### config.mk
export PLATFORM = sky130hd
export DESIGN_NAME = bmf_ports
export DESIGN_NICKNAME = d
export VERILOG_FILES = /design/src/design/bmf_fifo.v /design/src/design/bmf_ports.v
export VERILOG_INCLUDE_DIRS = /design/src /design/src/shared
export SDC_FILE = /design/constraint.sdc
export NUM_CORES = 2
export LEC_CHECK = 0
export BUFFER_PORTS_ARGS = -buffer_cell sky130_fd_sc_hd__buf_2
export CAP_MARGIN = 20
export CORE_UTILIZATION = 55
export CTS_CLUSTER_DIAMETER = 30
export DETAILED_ROUTE_END_ITERATION = 8
export PLACE_DENSITY = 0.71
export SYNTH_ARGS = -nofsm -noshare
export SYNTH_HDL_FRONTEND = slang
export SYNTH_SLANG_ARGS = --single-unit
### constraint.sdc
create_clock -name clk_i -period 6.3 [get_ports clk_i]
set_input_delay 1.26 -clock clk_i [delete_from_list [all_inputs] [get_ports clk_i]]
set_output_delay 1.26 -clock clk_i [all_outputs]
set_load 0.02 [all_outputs]
### src/shared/bmf_map.vh
`ifndef BMF_MAP_VH
`define BMF_MAP_VH

// ==========================================================================
// widths of the long word, the narrow ports and one byte lane
`define BMF_LWORD_W      36
`define BMF_NARROW_W     18
`define BMF_BYTE_W       9

// ==========================================================================
// queue geometry: sixteen long words per direction
`define BMF_FIFO_DEPTH   16
`define BMF_FIFO_AW      4

// ==========================================================================
// pieces per long word on a narrow port
`define BMF_PIECES_WORD  3'd2
`define BMF_PIECES_BYTE  3'd4

// last piece index seen on the receive side
`define BMF_LAST_WORD    2'd1
`define BMF_LAST_BYTE    2'd3

// ==========================================================================
// fall-through: output stage loads on the third port clock edge
`define BMF_FALL_LAST    2'd2

// ==========================================================================
// reset values
`define BMF_RST_LEFT     3'd0
`define BMF_RST_FALL     2'd0
`define BMF_RST_RXCNT    2'd0
`define BMF_RST_LWORD    36'h000000000
`define BMF_RST_NARROW   18'h00000

`endif

### src/design/bmf_fifo.v
`timescale 1ns/1ps

// ==========================================================================
// bmf_fifo: long word queue with a registered output stage
module bmf_fifo #(
	parameter WIDTH = 36,
	parameter DEPTH = 16,
	parameter AW    = 4
)
(
	// clock and reset
	input  wire             clk_i,
	input  wire             rst_b_i,
	// filling side
	input  wire             in_valid_i,
	output wire             in_ready_o,
	input  wire [WIDTH-1:0] in_data_i,
	// draining side
	output wire             out_valid_o,
	input  wire             out_ready_i,
	output wire [WIDTH-1:0] out_data_o
);

	localparam [AW:0] FULL_CNT = DEPTH[AW:0];

	reg [WIDTH-1:0] mem_q [0:DEPTH-1];
	reg [AW-1:0]    wp_q;
	reg [AW-1:0]    rp_q;
	reg [AW:0]      cnt_q;
	reg             out_valid_q;
	reg [WIDTH-1:0] out_data_q;
	wire            push;
	wire            pop_mem;

	// the output register counts as one extra slot; full refers to the array only
	assign in_ready_o  = (cnt_q != FULL_CNT);
	assign out_valid_o = out_valid_q;
	assign out_data_o  = out_data_q;
	assign push        = in_valid_i & in_ready_o;
	assign pop_mem     = (cnt_q != {(AW+1){1'b0}}) & (~out_valid_q | out_ready_i);

	// array write, no reset needed on storage
	always @(posedge clk_i)
	begin
		if (push)
			mem_q[wp_q] <= in_data_i;
	end

	// pointers, fill count and output stage
	always @(posedge clk_i)
	begin
		if (!rst_b_i)
		begin
			wp_q        <= {AW{1'b0}};
			rp_q        <= {AW{1'b0}};
			cnt_q       <= {(AW+1){1'b0}};
			out_valid_q <= 1'b0;
			out_data_q  <= {WIDTH{1'b0}};
		end
		else
		begin
			if (push)
				wp_q <= wp_q + 1'b1;
			if (pop_mem)
			begin
				out_data_q  <= mem_q[rp_q];   // read data always leave a register
				rp_q        <= rp_q + 1'b1;
				out_valid_q <= 1'b1;
			end
			else if (out_ready_i)
				out_valid_q <= 1'b0;
			if (push & ~pop_mem)
				cnt_q <= cnt_q + 1'b1;
			else if (~push & pop_mem)
				cnt_q <= cnt_q - 1'b1;
		end
	end

endmodule

### src/design/bmf_ports.v
`timescale 1ns/1ps
`include "bmf_map.vh"

// Functional notes
// RULE_01 - receive word mode: two words build a long word, order set by endianness
// RULE_02 - receive byte mode: four bytes on low lines build a long word
// RULE_03 - transmit word mode: long word leaves as two halves, endian ordered
// RULE_04 - transmit byte mode: four bytes on low lines, endian ordered
// RULE_05 - endianness is captured at reset and held until the next reset
// RULE_06 - outside party keeps both size selects static during operation
// RULE_07 - upper transmit lines carry no meaning in byte mode
// RULE_08 - fall-through: ready and first data on transmit within three clock edges
// RULE_09 - fall-through: transmit ready drops on reading the last held piece
// RULE_10 - standard: transmit empty flag deasserts on the next transmit clock edge
// RULE_11 - standard: transmit empty flag asserts on reading the last piece
// RULE_12 - fall-through: wide ready and data within three wide clock edges
// RULE_13 - receive-side delay counts from the edge writing the final piece
// RULE_14 - standard: wide empty flag deasserts on the next wide clock edge
// RULE_15 - partial long words wait in a register, final piece commits all
// RULE_16 - queue read a long word at a time, remainder kept for later reads
// RULE_17 - each port clock is its own domain, flags follow synchronised state
module bmf_ports
(
	// system clock and reset
	input  wire        clk_i,
	input  wire        rst_b_i,
	// configuration straps
	input  wire        endian_sel_i,
	input  wire        fall_through_mode_i,
	input  wire        transmit_port_size_sel_i,
	input  wire        receive_port_size_sel_i,
	// wide two-way port
	input  wire        wide_port_clock_i,
	input  wire        wide_wr_en_i,
	input  wire        wide_rd_en_i,
	input  wire [35:0] wide_data_i,
	output wire [35:0] wide_data_o,
	output wire        wide_data_oe_o,
	output wire        wide_empty_n_o,
	output wire        wide_output_ready_o,
	output wire        wide_input_ready_o,
	// transmit port
	input  wire        transmit_port_clock_i,
	input  wire        transmit_rd_en_i,
	output wire [17:0] transmit_data_o,
	output wire        transmit_empty_n_o,
	output wire        transmit_output_ready_o,
	// receive port
	input  wire        receive_port_clock_i,
	input  wire        receive_wr_en_i,
	input  wire [17:0] receive_data_i,
	output wire        receive_input_ready_o
);

	// ======================================================================
	// helpers

	// slot of a byte, counted from the top lane, for a given arrival index
	function [1:0] byte_slot;
		input [1:0] idx;
		input       big;
		begin
			byte_slot = big ? idx : (2'd3 - idx);
		end
	endfunction

	// narrow piece number idx of a long word for the transmit side
	function [17:0] tx_piece;
		input [35:0] lw;
		input [2:0]  idx;
		input        byte_mode;
		input        big;
		reg   [1:0]  slot;
		begin
			slot = byte_slot(idx[1:0], big);
			if (byte_mode)
				tx_piece = {9'h000, lw[35-9*slot -: 9]};   // upper lines zero [RULE_07] [RULE_04]
			else if (idx[0] ^ ~big)
				tx_piece = lw[17:0];                       // [RULE_03]
			else
				tx_piece = lw[35:18];
		end
	endfunction

	// ======================================================================
	// synchronisers: every pin but clk_i and rst_b_i passes two flops before use

	reg        w_clk_s1, w_clk_s2, w_clk_s3;
	reg        t_clk_s1, t_clk_s2, t_clk_s3;
	reg        r_clk_s1, r_clk_s2, r_clk_s3;
	reg        w_wr_s1, w_wr_s2, w_rd_s1, w_rd_s2;
	reg        t_rd_s1, t_rd_s2, r_wr_s1, r_wr_s2;
	reg [35:0] w_dat_s1, w_dat_s2;
	reg [17:0] r_dat_s1, r_dat_s2;
	reg        end_s1, end_s2, ft_s1, ft_s2;
	reg        tsz_s1, tsz_s2, rsz_s1, rsz_s2;

	// data and enables ride the same depth as the clocks so they stay aligned
	always @(posedge clk_i)
	begin
		w_clk_s1 <= wide_port_clock_i;
		w_clk_s2 <= w_clk_s1;
		w_clk_s3 <= w_clk_s2;
		t_clk_s1 <= transmit_port_clock_i;
		t_clk_s2 <= t_clk_s1;
		t_clk_s3 <= t_clk_s2;
		r_clk_s1 <= receive_port_clock_i;
		r_clk_s2 <= r_clk_s1;
		r_clk_s3 <= r_clk_s2;
		w_wr_s1  <= wide_wr_en_i;
		w_wr_s2  <= w_wr_s1;
		w_rd_s1  <= wide_rd_en_i;
		w_rd_s2  <= w_rd_s1;
		t_rd_s1  <= transmit_rd_en_i;
		t_rd_s2  <= t_rd_s1;
		r_wr_s1  <= receive_wr_en_i;
		r_wr_s2  <= r_wr_s1;
		w_dat_s1 <= wide_data_i;
		w_dat_s2 <= w_dat_s1;
		r_dat_s1 <= receive_data_i;
		r_dat_s2 <= r_dat_s1;
		end_s1   <= endian_sel_i;
		end_s2   <= end_s1;
		ft_s1    <= fall_through_mode_i;
		ft_s2    <= ft_s1;
		tsz_s1   <= transmit_port_size_sel_i;
		tsz_s2   <= tsz_s1;
		rsz_s1   <= receive_port_size_sel_i;
		rsz_s2   <= rsz_s1;
	end

	// rising edges of each port clock, one system cycle wide
	wire w_edge = w_clk_s2 & ~w_clk_s3;   // [RULE_17]
	wire t_edge = t_clk_s2 & ~t_clk_s3;   // [RULE_17]
	wire r_edge = r_clk_s2 & ~r_clk_s3;   // [RULE_17]

	// ======================================================================
	// configuration caught while reset is held

	reg big_q, fall_through_mode_q, tbyte_q, rbyte_q;

	// sizes are latched too: they are required static, so nothing is lost
	always @(posedge clk_i)
	begin
		if (!rst_b_i)
		begin
			big_q   <= end_s2;     // [RULE_05]
			fall_through_mode_q  <= ft_s2;
			tbyte_q <= tsz_s2;     // [RULE_06]
			rbyte_q <= rsz_s2;     // [RULE_06]
		end
	end

	// ======================================================================
	// queues

	wire        q1_in_valid, q1_in_ready, q1_out_valid, q1_out_ready;
	wire [35:0] q1_out_data;
	wire        q2_in_valid, q2_in_ready, q2_out_valid, q2_out_ready;
	wire [35:0] q2_out_data;
	reg  [35:0] rx_acc_q;
	reg  [35:0] rx_word;

	bmf_fifo #(
		.WIDTH (`BMF_LWORD_W),
		.DEPTH (`BMF_FIFO_DEPTH),
		.AW    (`BMF_FIFO_AW)
	) u_wide_to_transmit_queue (
		.clk_i       (clk_i),
		.rst_b_i     (rst_b_i),
		.in_valid_i  (q1_in_valid),
		.in_ready_o  (q1_in_ready),
		.in_data_i   (w_dat_s2),
		.out_valid_o (q1_out_valid),
		.out_ready_i (q1_out_ready),
		.out_data_o  (q1_out_data)
	);

	bmf_fifo #(
		.WIDTH (`BMF_LWORD_W),
		.DEPTH (`BMF_FIFO_DEPTH),
		.AW    (`BMF_FIFO_AW)
	) u_receive_to_wide_queue (
		.clk_i       (clk_i),
		.rst_b_i     (rst_b_i),
		.in_valid_i  (q2_in_valid),
		.in_ready_o  (q2_in_ready),
		.in_data_i   (rx_word),
		.out_valid_o (q2_out_valid),
		.out_ready_i (q2_out_ready),
		.out_data_o  (q2_out_data)
	);

	// wide writes are refused while the queue is full
	assign q1_in_valid = w_edge & w_wr_s2 & q1_in_ready;

	// ======================================================================
	// receive side: assemble narrow pieces into a long word

	reg  [1:0] rx_cnt_q;
	wire       rx_wr    = r_edge & r_wr_s2 & q2_in_ready;
	wire [1:0] rx_last  = rbyte_q ? `BMF_LAST_BYTE : `BMF_LAST_WORD;
	wire       rx_final = rx_wr & (rx_cnt_q == rx_last);
	reg  [1:0] rx_slot;

	// place the incoming piece into the partial long word
	always @*
	begin
		rx_word = rx_acc_q;
		rx_slot = byte_slot(rx_cnt_q, big_q);
		if (rbyte_q)
			rx_word[35-9*rx_slot -: 9] = r_dat_s2[8:0];   // [RULE_02]
		else if (rx_cnt_q[0] ^ ~big_q)
			rx_word[17:0] = r_dat_s2;                     // [RULE_01]
		else
			rx_word[35:18] = r_dat_s2;                    // [RULE_01]
	end

	// whole long word enters the queue on the edge of the final piece
	assign q2_in_valid = rx_final;   // [RULE_15] [RULE_13]

	always @(posedge clk_i)
	begin
		if (!rst_b_i)
		begin
			rx_cnt_q <= `BMF_RST_RXCNT;
			rx_acc_q <= `BMF_RST_LWORD;
		end
		else if (rx_wr)
		begin
			rx_acc_q <= rx_final ? `BMF_RST_LWORD : rx_word;   // [RULE_15]
			rx_cnt_q <= rx_final ? `BMF_RST_RXCNT : rx_cnt_q + 2'd1;
		end
	end

	// ======================================================================
	// transmit side: hold one long word, hand it out piece by piece

	reg  [35:0] tx_hold_q;
	reg  [2:0]  tx_left_q;
	reg  [2:0]  tx_left_d;
	reg  [1:0]  tx_fall_q;
	reg  [17:0] tx_dat_q;
	reg         tx_empty_n_q;
	reg         tx_ready_q;
	wire [2:0]  tx_n    = tbyte_q ? `BMF_PIECES_BYTE : `BMF_PIECES_WORD;
	wire        tx_read = t_edge & t_rd_s2 & (tx_left_q != 3'd0);
	wire        tx_last = tx_read & (tx_left_q == 3'd1);
	wire        tx_free = (tx_left_q == 3'd0) | tx_last;
	// standard mode loads at once; fall-through loads on the third edge when idle
	wire        tx_load = t_edge & tx_free & q1_out_valid &
		(~fall_through_mode_q | tx_last | (tx_fall_q == `BMF_FALL_LAST));

	assign q1_out_ready = tx_load;   // [RULE_16]

	// pieces still held after this cycle
	always @*
	begin
		tx_left_d = tx_left_q;
		if (tx_load)
			tx_left_d = tx_n;
		else if (tx_read)
			tx_left_d = tx_left_q - 3'd1;
	end

	always @(posedge clk_i)
	begin
		if (!rst_b_i)
		begin
			tx_hold_q    <= `BMF_RST_LWORD;
			tx_left_q    <= `BMF_RST_LEFT;
			tx_fall_q    <= `BMF_RST_FALL;
			tx_dat_q     <= `BMF_RST_NARROW;
			tx_empty_n_q <= 1'b0;
			tx_ready_q   <= 1'b0;
		end
		else
		begin
			tx_left_q    <= tx_left_d;
			tx_empty_n_q <= ~fall_through_mode_q & (tx_left_d != 3'd0);   // [RULE_10] [RULE_11]
			tx_ready_q   <= fall_through_mode_q & (tx_left_d != 3'd0);    // [RULE_08] [RULE_09]
			if (tx_load)
				tx_hold_q <= q1_out_data;                    // [RULE_16]
			// fall-through delay counter, only while idle with data waiting
			if (tx_load | ~q1_out_valid | (tx_left_q != 3'd0))
				tx_fall_q <= `BMF_RST_FALL;
			else if (t_edge & fall_through_mode_q)
				tx_fall_q <= tx_fall_q + 2'd1;               // [RULE_08]
			// output register: standard shows a piece on the read itself,
			// fall-through shows it ahead of the read
			if (fall_through_mode_q)
			begin
				if (tx_load)
					tx_dat_q <= tx_piece(q1_out_data, 3'd0, tbyte_q, big_q);
				else if (tx_read)
					tx_dat_q <= tx_piece(tx_hold_q, tx_n - tx_left_q + 3'd1,
						tbyte_q, big_q);
			end
			else if (tx_read)
				tx_dat_q <= tx_piece(tx_hold_q, tx_n - tx_left_q, tbyte_q, big_q);
		end
	end

	// ======================================================================
	// wide read side: one long word per read

	reg        wr_held_q;
	reg [1:0]  wr_fall_q;
	reg [35:0] wr_hold_q;
	reg [35:0] wr_dat_q;
	reg        wr_empty_n_q;
	reg        wr_ready_q;
	reg        wr_oe_q;
	reg        w_in_ready_q;
	reg        r_in_ready_q;
	reg        wr_held_d;
	wire       wr_read = w_edge & w_rd_s2 & wr_held_q;
	wire       wr_free = ~wr_held_q | wr_read;
	wire       wr_load = w_edge & wr_free & q2_out_valid &
		(~fall_through_mode_q | wr_read | (wr_fall_q == `BMF_FALL_LAST));

	assign q2_out_ready = wr_load;

	always @*
	begin
		wr_held_d = wr_held_q;
		if (wr_load)
			wr_held_d = 1'b1;
		else if (wr_read)
			wr_held_d = 1'b0;
	end

	always @(posedge clk_i)
	begin
		if (!rst_b_i)
		begin
			wr_held_q    <= 1'b0;
			wr_fall_q    <= `BMF_RST_FALL;
			wr_hold_q    <= `BMF_RST_LWORD;
			wr_dat_q     <= `BMF_RST_LWORD;
			wr_empty_n_q <= 1'b0;
			wr_ready_q   <= 1'b0;
			wr_oe_q      <= 1'b0;
			w_in_ready_q <= 1'b0;
			r_in_ready_q <= 1'b0;
		end
		else
		begin
			wr_held_q    <= wr_held_d;
			wr_empty_n_q <= ~fall_through_mode_q & wr_held_d;   // [RULE_14]
			wr_ready_q   <= fall_through_mode_q & wr_held_d;    // [RULE_12]
			wr_oe_q      <= w_rd_s2;
			w_in_ready_q <= q1_in_ready;
			r_in_ready_q <= q2_in_ready;
			if (wr_load)
				wr_hold_q <= q2_out_data;
			// the count starts once the completed long word is visible
			if (wr_load | ~q2_out_valid | wr_held_q)
				wr_fall_q <= `BMF_RST_FALL;
			else if (w_edge & fall_through_mode_q)
				wr_fall_q <= wr_fall_q + 2'd1;     // [RULE_12] [RULE_13]
			if (fall_through_mode_q)
			begin
				if (wr_load)
					wr_dat_q <= q2_out_data;
			end
			else if (wr_read)
				wr_dat_q <= wr_hold_q;
		end
	end

	// ======================================================================
	// outputs, all straight from flops

	assign wide_data_o             = wr_dat_q;
	assign wide_data_oe_o          = wr_oe_q;
	assign wide_empty_n_o          = wr_empty_n_q;
	assign wide_output_ready_o     = wr_ready_q;
	assign wide_input_ready_o      = w_in_ready_q;
	assign transmit_data_o         = tx_dat_q;
	assign transmit_empty_n_o      = tx_empty_n_q;
	assign transmit_output_ready_o = tx_ready_q;
	assign receive_input_ready_o   = r_in_ready_q;

endmodule

==> results.rst <==
.. list-table::
   :header-rows: 1

   * - Metric
     - Value
   * - Least setup slack across all paths after layout
     - 1650 ps
   * - Via count of the first global-routing pass
     - 36800
   * - Fin crit period
     - 4650 ps
   * - Relative slew margins
     - 14.6%
   * - Count of buffer and inverter cells on the critical path
     - 1
   * - Number of synthesized flops with an enable pin
     - ~1200
   * - Pre-antenna DRT Iters
     - 5
   * - Relative contribution of sequential cells to total power
     - 37.1%
   * - Top cells by area in the synthesized netlist
     - sky130_fd_sc_hd__edfxtp_1, sky130_fd_sc_hd__dfxtp_1, sky130_fd_sc_hd__mux4_2, sky130_fd_sc_hd__mux2i_1, sky130_fd_sc_hd__nand2_1
   * - Mapped Area
     - around 62000 µm²
   * - Total leakage power
     - ~25 nW
   * - Most repeated library cell on the critical path
     - sky130_fd_sc_hd__mux2i_1
   * - Count of nets after finishing
     - 4283
   * - Number of distinct library cells after synthesis
     - 89
   * - End of the worst register-to-register path
     - u_receive_to_wide_queue.mem_q[3][4]
   * - Required time worst endpoint
     - 6760 ps
   * - Count of placed standard cells including taps
     - 5345
   * - Highest ir drop seen on vdd
     - 0.311 mV
   * - Result of the run
     - completed
   * - Class of the tightest hold or removal check
     - reg -> reg
   * - Number of hold violations in the final report
     - 0
   * - Final Routed Wirelength
     - 166 mm
   * - Avg Synthesized Cell Area
     - 15.9 µm²
   * - X dimension of the die
     - approximately 340 µm
   * - Portion of total power attributed to the clock network
     - 48.8%
   * - Fraction of the yosys area taken by sequential cells
     - 69.6%
   * - Total global routing overflow
     - 0
   * - DP HPWL
     - 92.7 mm
   * - Critical path launch point
     - big_q
   * - Proportion of netlist area held by the largest area contributor
     - 56.3%
   * - Longest individual stage delay on the worst path
     - 870 ps
   * - Number of input and output port buffers inserted
     - approximately 130
   * - Remaining number of nets flagged by the antenna check after routing
     - 0
   * - Final setup violation count
     - 0
   * - Die outline area
     - around 110000 µm²
   * - Via density per instance
     - approximately 6.4
   * - Number of diodes added for antenna fixing
     - 0
   * - Top Family by Delay on Critical Path
     - multiplexers
   * - Critical path type
     - reg -> reg
   * - Residual DRC count
     - 0
   * - Max_cap viols
     - 0
   * - Starting DRT DRC Count
     - 4706
   * - Share of synthesized registers carrying an async set or reset
     - 0%
   * - Ranking of synthesized cells by instance count
     - sky130_fd_sc_hd__edfxtp_1, sky130_fd_sc_hd__dfxtp_1, sky130_fd_sc_hd__nand2_1, sky130_fd_sc_hd__mux4_2, sky130_fd_sc_hd__mux2i_1
   * - Crit-path max FO
     - 16
   * - Slew at the pin with the worst max-slew slack
     - 1280 ps
   * - Synth-to-layout area growth
     - 21.0%
   * - Clock-pin slew on the worst setup and hold paths
     - 50 ps
   * - Flops & latches, synth
     - 1568
   * - Worst skew pair latency
     - 880 ps
   * - Ys flop type
     - sky130_fd_sc_hd__edfxtp_1
   * - Worst slack after detailed placement
     - ~1500 ps
   * - Ports placed on the boundary
     - 128
   * - Overall die height
     - 337 µm
   * - Ratio of final minimum period to clock period
     - between 70% and 80%
   * - R2r setup slk
     - around 1700 ps
   * - Number of fill cells
     - ~7200
   * - Clk sink count
     - 1568
   * - Post-cts hold buffer count
     - 0
   * - Wire length of the first global-routing pass
     - around 240 mm
   * - Num CTS Buffers
     - 301
   * - Highest achievable clock rate
     - 215 MHz
   * - Most used standard cell by instance count after synthesis
     - sky130_fd_sc_hd__edfxtp_1
   * - Combinational share of power
     - approximately 14%
   * - Startpoint of the lowest-slack hold path
     - t_clk_s1
   * - End point of the worst hold path
     - t_clk_s2
   * - Number of cell instances on the worst register-to-register path
     - 9
   * - Worst hold path depth
     - 0
   * - Internal cell power
     - 0.0240 W
   * - Total global-route track usage
     - between 20 and 30%
   * - Post-CTS setup repair buffer count
     - 0
   * - Deepest clock path buffer count
     - 4
   * - Synthesized netlist net count
     - roughly 4000
   * - Switching pwr
     - 0.00849 W
   * - Total negative slack
     - 0 ps
   * - Total number of H-tree levels
     - 5
   * - Data arrival, critical path
     - 5110 ps
   * - Count of instances resized after the clock tree is built
     - 0
   * - Number of placement rows
     - 122
   * - Non-filler instance count after layout
     - 5893
   * - Warnings, synthesis
     - 0
   * - Area of all sequential standard cells
     - ~43000 µm²
   * - Pwr Density
     - 436 nW/µm²
   * - Buffer cell driving the clock tree root
     - sky130_fd_sc_hd__clkbuf_16
   * - Fraction of power spent switching nets
     - 26.1%
   * - Area of combinational cells with multiple inputs
     - approximately 18000 µm²
   * - CTS tree
     - built
   * - Critical register-to-register path startpoint
     - big_q
   * - Kind of start point of the critical path
     - flop
   * - Placeable core region
     - 111000 µm²
   * - Via count
     - between 30000 and 40000
   * - Number of antenna violations at the first check in global routing
     - 7
   * - Final-report max-slew violation count
     - 0
   * - Routability Congestion
     - 0.974
   * - Standard cell with the maximum stage delay on the critical path
     - sky130_fd_sc_hd__nor2_1
   * - Share of cells above drive strength 1
     - 24.7%
   * - Setup crit end kind
     - flop
   * - Cell count after synthesis
     - roughly 3900
   * - Maximum number of pins on one net before global-route repair
     - 148
   * - Starting density of the core
     - 55.6%
   * - Worst-path cell chain
     - xnor2_4 > inv_1 > ha_1 > mux2i_1 > mux2i_1 > mux2i_1 > o21ai_0 > a21oi_1 > nor2_1
   * - Unrepaired setup endpoints after global routing
     - no
   * - Final core area utilization
     - 67.3%
   * - Biggest area consumer among synthesized cells
     - sky130_fd_sc_hd__edfxtp_1
   * - Setup clock skew after layout
     - 70.7 ps
   * - Mean routed wirelength per cell
     - 28.2 µm
==> cells in the final DEF (no fill, tap or decap), drive strengths merged, types with 24 or more instances in the layout <==
cell / count
mux4: 266
o21ai: 57
dfxtp: 412
edfxtp: 1156
mux2i: 267
bufinv: 36
inv: 72
a21oi: 231
nor2: 174
buf: 244
clkbuf: 355
a22o: 28
o22ai: 58
a211oi: 83
xnor2: 24
nand2: 377
ha: 38
clkinvlp: 25
o221ai: 94
clkinv: 85
==> how the worst max path moves through the flow <==
| stage | end | slack (ps) | cells after the start |
|---|---|---|---|
| finish | u_receive_to_wide_queue.mem_q[3][4] | 1650 | 9 |
| global route | u_wide_to_transmit_queue.cnt_q[4] | 1330 | 15 |
| CTS | u_wide_to_transmit_queue.cnt_q[4] | 1410 | 15 |
| detailed placement | u_wide_to_transmit_queue.cnt_q[4] | 1470 | 15 |
| global placement | u_wide_to_transmit_queue.cnt_q[4] | 1520 | 15 |
| floorplan | u_receive_to_wide_queue.mem_q[3][0] | 1770 | 6 |
==> worst register-to-register path, cell delays in order (launching register included) <==
cell,delay [ps]
sky130_fd_sc_hd__edfxtp_1,550
sky130_fd_sc_hd__xnor2_4,410
sky130_fd_sc_hd__inv_1,120
sky130_fd_sc_hd__ha_1,730
sky130_fd_sc_hd__mux2i_1,240
sky130_fd_sc_hd__mux2i_1,490
sky130_fd_sc_hd__mux2i_1,260
sky130_fd_sc_hd__o21ai_0,430
sky130_fd_sc_hd__a21oi_1,150
sky130_fd_sc_hd__nor2_1,870
==> power groups by stage <==
stage / registers [W] / clock network [W] / logic (W)
CTS: 0.0121 / 0.0160 / 0.00449
global route: 0.0121 / 0.0165 / 0.00486
global placement: 0.0122 / 0 / 0.00437
floorplan: 0.0119 / 0 / 0.00331
finish: 0.0121 / 0.0159 / 0.00457
detailed placement: 0.0123 / 0 / 0.00442
==> registers in the layout, summed over array words and instances (netlist names), 5 cells and up <==
name                                 flops
wr_hold_q                               36
u_receive_to_wide_queue.cnt_q            5
w_dat_s1                                36
w_dat_s2                                36
u_wide_to_transmit_queue.cnt_q           5
r_dat_s1                                18
u_wide_to_transmit_queue.mem_q         576
rx_acc_q                                36
transmit_data_o                         18
u_receive_to_wide_queue.mem_q          576
r_dat_s2                                18
u_receive_to_wide_queue.out_data_o      36
tx_hold_q                               36
wide_data_o                             36
u_wide_to_transmit_queue.out_data_o     36
==> metrics by stage <==
| stage | instance area [µm²] | hold WS, ps | power (W) |
|---|---|---|---|
| floorplan | 61700 | 310 | 0.0152 |
| global placement | 64200 | 310 | 0.0166 |
| detailed placement | 64300 | 312 | 0.0167 |
| CTS | 74500 | 320 | 0.0326 |
| global route | 74600 | 325 | 0.0335 |
| finish | 74600 | 320 | 0.0325 |
==> metal layers <==
layer | global-route usage [%] | vias to the layer above | part of all wire (%)
met5 | 0 | - | 0.014
met4 | 9.90 | 4 | 2.6
met3 | 6.42 | 347 | 10
met2 | 43.3 | 2212 | 45
met1 | 43.1 | 19000 | 42
li1 | - | 15900 | -
==> cells by family after synthesis <==
| logic type | synth area share (%) |
|---|---|
| flops | 69.6 |
| simple gates | 4.86 |
| compound gates | 7.65 |
| mux | 14.3 |
| buf+inv | 2.05 |
| fa+ha+maj | 0.835 |
| xor+xnor | 0.653 |
==> cell type report <==
cell class                      instances  share of cell area, %
Tap cell                             1488                   2.49
Multi-Input combinational cell       2020                   23.8
Clock buffer                          352                   10.7
Clock inverter                        180                   2.88
Inverter                               38                  0.201
Timing Repair Buffer                  247                   2.36
Sequential cell                      1568                   57.6
Power figures use the tool's default switching activity.
